[src/hdl/plsq_pkg.sv]
// Constants and types for the power-on and low-power sequencer.
// Assumes a single system clock; slower rates arrive as enable pulses.
package plsq_pkg;

  // ---------------------------------------------------------------
  // Timing counts
  // ---------------------------------------------------------------
  localparam logic [9:0] PLSQ_POR_CYCLES    = 10'h202; // 514 watchdog RC cycles
  localparam logic [4:0] PLSQ_SETTLE_CYCLES = 5'h10;   // 16 system clock pulses
  localparam logic       PLSQ_POR_FLAG_RST  = 1'h0;
  localparam logic       PLSQ_POR_FLAG_SET  = 1'h1;

  // ---------------------------------------------------------------
  // States and carriers
  // ---------------------------------------------------------------
  typedef enum logic [2:0] {
    PLSQ_ST_OFF    = 3'h0,
    PLSQ_ST_POR    = 3'h1,
    PLSQ_ST_SETTLE = 3'h2,
    PLSQ_ST_RUN    = 3'h3,
    PLSQ_ST_HALT   = 3'h4,
    PLSQ_ST_STOP   = 3'h5
  } plsq_state_t;

  // Core requests
  typedef struct packed {
    logic stop_req;
    logic halt_req;
    logic wake_req;
  } plsq_core_req_t;

  // Power and clock controls
  typedef struct packed {
    logic reset_hold;
    logic fetch_vector;
    logic xtal_enable;
    logic sysclk_enable;
    logic core_run;
    logic pc_advance;
    logic periph_enable;
    logic wdt_osc_enable;
    logic wdt_count_enable;
  } plsq_ctrl_t;

endpackage

[src/hdl/plsq_sync.sv]
// Two-stage synchroniser for one level from outside the clock domain.
// Assumes the input may change at any time relative to clk_sys.
`timescale 1ns/100ps
`default_nettype none
module plsq_sync (
  // Clock and reset
  input  wire logic clk_sys,
  input  wire logic rst,
  // Level in and out
  input  wire logic din,
  output logic      dout
);
  import plsq_pkg::*;

  typedef struct packed {
    logic s1;
    logic s2;
  } plsq_sync_t;

  plsq_sync_t st_r;
  plsq_sync_t st_nxt;

  // Shift the level along
  always_comb begin
    st_nxt.s1 = din;
    st_nxt.s2 = st_r.s1;
  end

  // State register
  always_ff @(posedge clk_sys) begin
    if (rst) begin
      st_r <= '0;
    end else begin
      st_r <= st_nxt;
    end
  end

  assign dout = st_r.s2;
endmodule
`default_nettype wire

[src/hdl/plsq_top.sv]
// Power-on reset sequencer and low-power mode controller.
// Assumes the watchdog oscillator tick and supply level come from pins,
// core requests come from logic on clk_sys.
`timescale 1ns/100ps
`default_nettype none
module plsq_top (
  // Clock and reset
  input  wire logic                clk_sys,
  input  wire logic                rst,
  // Pins from analog and oscillator
  input  wire logic                supply_ok,
  input  wire logic                wdt_osc_tick,
  // Core side
  input  wire plsq_pkg::plsq_core_req_t core_req,
  input  wire logic                wdt_enabled,
  input  wire logic                por_flag_clear,
  // Controls and status
  output plsq_pkg::plsq_ctrl_t     ctrl,
  output logic                     por_status_flag,
  output plsq_pkg::plsq_state_t    mode
);
  import plsq_pkg::*;

  // ---------------------------------------------------------------
  // Pin synchronisers
  // ---------------------------------------------------------------
  logic supply_s;
  logic tick_s;

  plsq_sync u_sync_supply (
    .clk_sys (clk_sys),
    .rst     (rst),
    .din     (supply_ok),
    .dout    (supply_s)
  );

  plsq_sync u_sync_tick (
    .clk_sys (clk_sys),
    .rst     (rst),
    .din     (wdt_osc_tick),
    .dout    (tick_s)
  );

  // ---------------------------------------------------------------
  // State
  // ---------------------------------------------------------------
  typedef struct packed {
    plsq_state_t state;
    logic [9:0]  por_cnt;
    logic [4:0]  settle_cnt;
    logic        tick_d;
    logic        fetch;
    logic        por_flag;
    plsq_ctrl_t  ctrl;
  } plsq_regs_t;

  plsq_regs_t st_r;
  plsq_regs_t st_nxt;
  logic       tick_edge;

  assign tick_edge = tick_s & ~st_r.tick_d;

  // Next-state logic
  always_comb begin
    st_nxt        = st_r;
    st_nxt.tick_d = tick_s;
    st_nxt.fetch  = 1'b0;
    if (por_flag_clear) begin
      st_nxt.por_flag = PLSQ_POR_FLAG_RST;
    end
    case (st_r.state)
      PLSQ_ST_OFF: begin
        st_nxt.por_cnt    = '0;
        st_nxt.settle_cnt = '0;
        if (supply_s) begin
          st_nxt.state = PLSQ_ST_POR;
        end
      end
      PLSQ_ST_POR: begin
        if (tick_edge) begin
          st_nxt.por_cnt = st_r.por_cnt + 10'h001;
        end
        if (tick_edge && st_r.por_cnt == PLSQ_POR_CYCLES - 10'h001) begin
          st_nxt.state = PLSQ_ST_SETTLE;
        end
      end
      PLSQ_ST_SETTLE: begin
        st_nxt.settle_cnt = st_r.settle_cnt + 5'h01;
        if (st_r.settle_cnt == PLSQ_SETTLE_CYCLES - 5'h01) begin
          st_nxt.state    = PLSQ_ST_RUN;
          st_nxt.fetch    = 1'b1;
          st_nxt.por_flag = PLSQ_POR_FLAG_SET;
        end
      end
      PLSQ_ST_RUN: begin
        if (core_req.stop_req) begin
          st_nxt.state = PLSQ_ST_STOP;
        end else if (core_req.halt_req) begin
          st_nxt.state = PLSQ_ST_HALT;
        end
      end
      PLSQ_ST_HALT: begin
        if (core_req.wake_req) begin
          st_nxt.state = PLSQ_ST_RUN;
        end
      end
      PLSQ_ST_STOP: begin
        if (core_req.wake_req) begin
          st_nxt.state = PLSQ_ST_RUN;
        end
      end
      default: begin
        st_nxt.state = PLSQ_ST_OFF;
      end
    endcase
    // Supply lost during sequencing restarts it
    if (!supply_s && (st_r.state == PLSQ_ST_POR || st_r.state == PLSQ_ST_SETTLE)) begin
      st_nxt.state      = PLSQ_ST_OFF;
      st_nxt.por_cnt    = '0;
      st_nxt.settle_cnt = '0;
      st_nxt.fetch      = 1'b0;
    end
    // Controls registered from the next state
    st_nxt.ctrl.reset_hold     = (st_nxt.state == PLSQ_ST_OFF) || (st_nxt.state == PLSQ_ST_POR)
                               || (st_nxt.state == PLSQ_ST_SETTLE);
    st_nxt.ctrl.fetch_vector   = st_nxt.fetch;
    st_nxt.ctrl.xtal_enable    = (st_nxt.state != PLSQ_ST_STOP);
    st_nxt.ctrl.sysclk_enable  = (st_nxt.state != PLSQ_ST_STOP);
    st_nxt.ctrl.core_run       = (st_nxt.state == PLSQ_ST_RUN);
    st_nxt.ctrl.pc_advance     = (st_nxt.state == PLSQ_ST_RUN);
    st_nxt.ctrl.periph_enable  = (st_nxt.state != PLSQ_ST_STOP) && !st_nxt.ctrl.reset_hold;
    st_nxt.ctrl.wdt_osc_enable = 1'b1;
    st_nxt.ctrl.wdt_count_enable = wdt_enabled && !st_nxt.ctrl.reset_hold;
  end

  // State register
  always_ff @(posedge clk_sys) begin
    if (rst) begin
      st_r                     <= '0;
      st_r.state               <= PLSQ_ST_OFF;
      st_r.por_flag            <= PLSQ_POR_FLAG_RST;
      st_r.ctrl.reset_hold     <= 1'b1;
      st_r.ctrl.xtal_enable    <= 1'b1;
      st_r.ctrl.sysclk_enable  <= 1'b1;
      st_r.ctrl.wdt_osc_enable <= 1'b1;
    end else begin
      st_r <= st_nxt;
    end
  end

  assign ctrl            = st_r.ctrl;
  assign por_status_flag = st_r.por_flag;
  assign mode            = st_r.state;
endmodule
`default_nettype wire

[config.mk]
export PLATFORM = sky130hd
export DESIGN_NAME = plsq_top
export DESIGN_NICKNAME = d
export VERILOG_FILES = /design/src/hdl/plsq_pkg.sv /design/src/hdl/plsq_sync.sv /design/src/hdl/plsq_top.sv
export SDC_FILE = /design/constraint.sdc
export NUM_CORES = 1
export LEC_CHECK = 0
export BUFFER_PORTS_ARGS = -buffer_cell sky130_fd_sc_hd__buf_2
export CAP_MARGIN = 20
export CORE_ASPECT_RATIO = 1.1
export CORE_MARGIN = 1
export CORE_UTILIZATION = 56
export CTS_CLUSTER_DIAMETER = 60
export DETAILED_ROUTE_END_ITERATION = 8
export GPL_TIMING_DRIVEN = 0
export PLACE_DENSITY_LB_ADDON = 0.08
export SETUP_SLACK_MARGIN = 0.1
export SYNTH_ARGS = -nofsm -noshare
export SYNTH_HDL_FRONTEND = slang
export SYNTH_SLANG_ARGS = --single-unit
[constraint.sdc]
create_clock -name clk_sys -period 2.35 [get_ports clk_sys]
set_input_delay 0.705 -clock clk_sys [delete_from_list [all_inputs] [get_ports clk_sys]]
set_output_delay 0.705 -clock clk_sys [all_outputs]
set_load 0.03 [all_outputs]
==> reports/qor.yml <==
worstPathMaxFanout: 8
port_buffers: 19
synth-seq-cells: 30
cts_tree: "built"
ys_seq_area_share_pct: 38.3
num-fill-cells: 219
netlist_area_um2: 1570
leakage_nw: 0.703
layout-drive-gt1-share_pct: 30.3
powerDensity_nw_per_um2: 502
synth_top_area_share_pct: 38.3
place.gp.congestion: 0.756
path_clk_slew_ps: 90
power_w: 0.000884
cp_cell_sequence: "buf_4 -> buf_2"
start_kind: "flop"
async_reset_ff_share_pct: 0
h-tree-depth: 2
cpMaxStageDelayCell: "dfxtp_1"
met3_usage_pct: 8.00
worstPathArrival_ps: 1140
required_ps: 1640
ir_worst_vdd_mv: 0.503
period_minus_slack_ps: 1850
chipHeight_um: 57.5
wl_per_cell_um: 11.8
synth_nets: 181
worstSetupPathType: "flop to output pin"
ys_top_cells_by_area: "dfxtp_1, buf_4, ha_1"
grt_use_met2_pct: 36.0
final_nets: 207
area_delta_synth_final_pct: 12.4
synth-edff-count: 0
postRouteAntennaNets: 0
die-area_um2: 3010
hold_viol_final: 0
max_freq_mhz: 542
grt_pass1_wl_mm: 4.78
die_w_um: 52.4
setup_viol: 0
end_kind: "output pin"
cts_setup_buffers: 0
num_io_pins: 22
clk_latency_ps: 330
hp-class: "flop to flop"
num_rows: 19
postCtsResizedCells: 0
slew_violations: 0
hold_slack_ps: 440
utilization_pct: 68.6
grt-busiest-layer: "met2"
syn_area_per_cell_um2: 9.32
grt_pass1_vias: 1175
status: "finished clean"
grt_overflow: 0
clkSinkCount: 30
grtUsageMet1_pct: 24.8
multi_input_area_um2: 787
min_period_over_period_pct: 78.5
cap_violations: 0
yosys.cell_types.count: 51
rsz0062_at_grt: "no"
synth_ff_type: "dfxtp_1"
core_area_um2: 2570
drt-total-wl_mm: 2.67
critPathMaxStageDelay_ps: 480
grt_max_degree: 11
drt-initial-drc-count: 18
route.detailed.drc: 0
detail_route.first_pass.iterations: 4
seqCellArea_um2: 601
vias_per_cell: 5.37
synth_top_area_cell: "dfxtp_1"
clockBufferDepth: 2
initial_utilization_pct: 61.0
cts_root_buf: "clkbuf_4"
cts_buffers: 5
num_antenna_cells: 0
grtUsageTotal_pct: 21.7
finClkSkew_ps: 6.65
synthesis.instances: 168
postCtsHoldBufs: 0
cp_top_family: "flip-flops"
synth_warnings: 0
antenna_found_initial: 0
vias: 1214
dp_hpwl_mm: 2.07
finalSetupTns_ps: 0
cp.buffers_inverters: 2
-- registers in the layout (all words and copies together) (netlist names) --
name	flops
por_status_flag	1
u_sync_supply.st_nxt	1
st_r	16
u_sync_tick.dout	1
u_sync_supply.dout	1
ctrl	6
mode	3
u_sync_tick.st_nxt	1
-- worst register-to-register path, stage by stage, from the launching register on --
cell      delay (ps)
dfxtp_1          330
ha_1             220
and3_1           190
ha_1             190
nor2_1            90
a311oi_1          70
a211oi_2         290
mux2_4           320
-- placed cells by master (no fill, tap or decap), types with 2 or more instances in the layout --
cell      synthesis  final
ha_1              4      4
nand2_1           5      5
nand3b_1          3      3
nand3_1           5      5
o21ai_0          10     10
clkbuf_1          1      2
buf_6             4      4
a21oi_2           4      4
nand2b_1          4      4
clkbuf_4          0      5
or3_1             3      3
xnor2_1           2      2
xor2_1            3      3
a21oi_1           9      9
buf_2             2     21
buf_4            12     12
nand4_1           2      2
nor2b_1           8      8
inv_1             8      8
and4_1            2      2
or3b_1            2      2
nor2_1           11     11
nor3_1            4      4
and2_1            2      2
o211ai_1          2      2
dfxtp_1          30     30
-- layout make-up --
type	count	share of cell area [%]
Buffer	19	8.46
Clock buffer	7	3.13
Clock inverter	1	0.284
Inverter	8	1.71
Multi-Input combinational cell	111	44.7
Sequential cell	30	34.1
Tap cell	31	2.20
Timing Repair Buffer	19	5.40
-- report_power, final --
part | switching (W) | leakage (nW) | internal, W
registers | 0.00000259 | 0.243 | 0.000513
clock network | 0.000167 | 0.0353 | 0.000145
logic | 0.0000341 | 0.425 | 0.0000238
total | 0.000203 | 0.703 | 0.000681
-- metrics by stage --
stage	worst slack, ps	cell area (um^2)	cells
floorplan	652	1570	168
global placement	528	1700	218
detailed placement	505	1700	218
CTS	487	1760	226
global route	393	1760	226
finish	504	1760	226
-- worst paths after layout --
| check | start | cells after the start | slack, ps | to |
|---|---|---|---|---|
| worst min-delay path | u_sync_tick.st_nxt[0]$_SDFF_PP0_ | 1 | 440 | u_sync_tick.dout$_SDFF_PP0_ |
| worst max-delay path | mode[2]$_SDFF_PP0_ | 2 | 500 | mode[2] |
| worst max register to register | st_r[12]$_SDFFE_PP0P_ | 7 | 530 | ctrl[2]$_SDFF_PP0_ |
| worst min register to register | u_sync_tick.st_nxt[0]$_SDFF_PP0_ | 1 | 440 | u_sync_tick.dout$_SDFF_PP0_ |
-- per-layer routing --
layer / share of wire [%] / wire length, um
met1: 44 / 1180
met2: 50 / 1340
met3: 3.9 / 104
met4: 1.7 / 46
met5: 0 / 0
-- kinds of logic after synthesis --
| family | after synthesis | synth area share [%] |
|---|---|---|
| flip-flops | 30 | 38.3 |
| XOR/XNOR | 5 | 2.80 |
| AND/OR/NAND/NOR | 59 | 22.8 |
| other | 1 | 0.239 |
| adder cells (fa/ha/maj) | 4 | 3.20 |
| buffers and inverters | 27 | 11.4 |
| multiplexers | 2 | 1.60 |
| AO/OA/AOI/OAI | 40 | 19.6 |
-- synth_stat cells (all sizes together), types with 2 or more instances --
library cell   n
nor2b          8
or3b           2
a211oi         3
nor3           4
nand2          5
nand3b         3
o21ai         10
nand3          5
ha             4
xor2           3
inv            8
a21oi         13
xnor2          2
or2            2
nor2          12
and2           2
dfxtp         30
and4           2
o211ai         2
nand2b         4
or3            3
buf           18
nand4          2
Note: power is estimated with default switching activity, not from simulation.
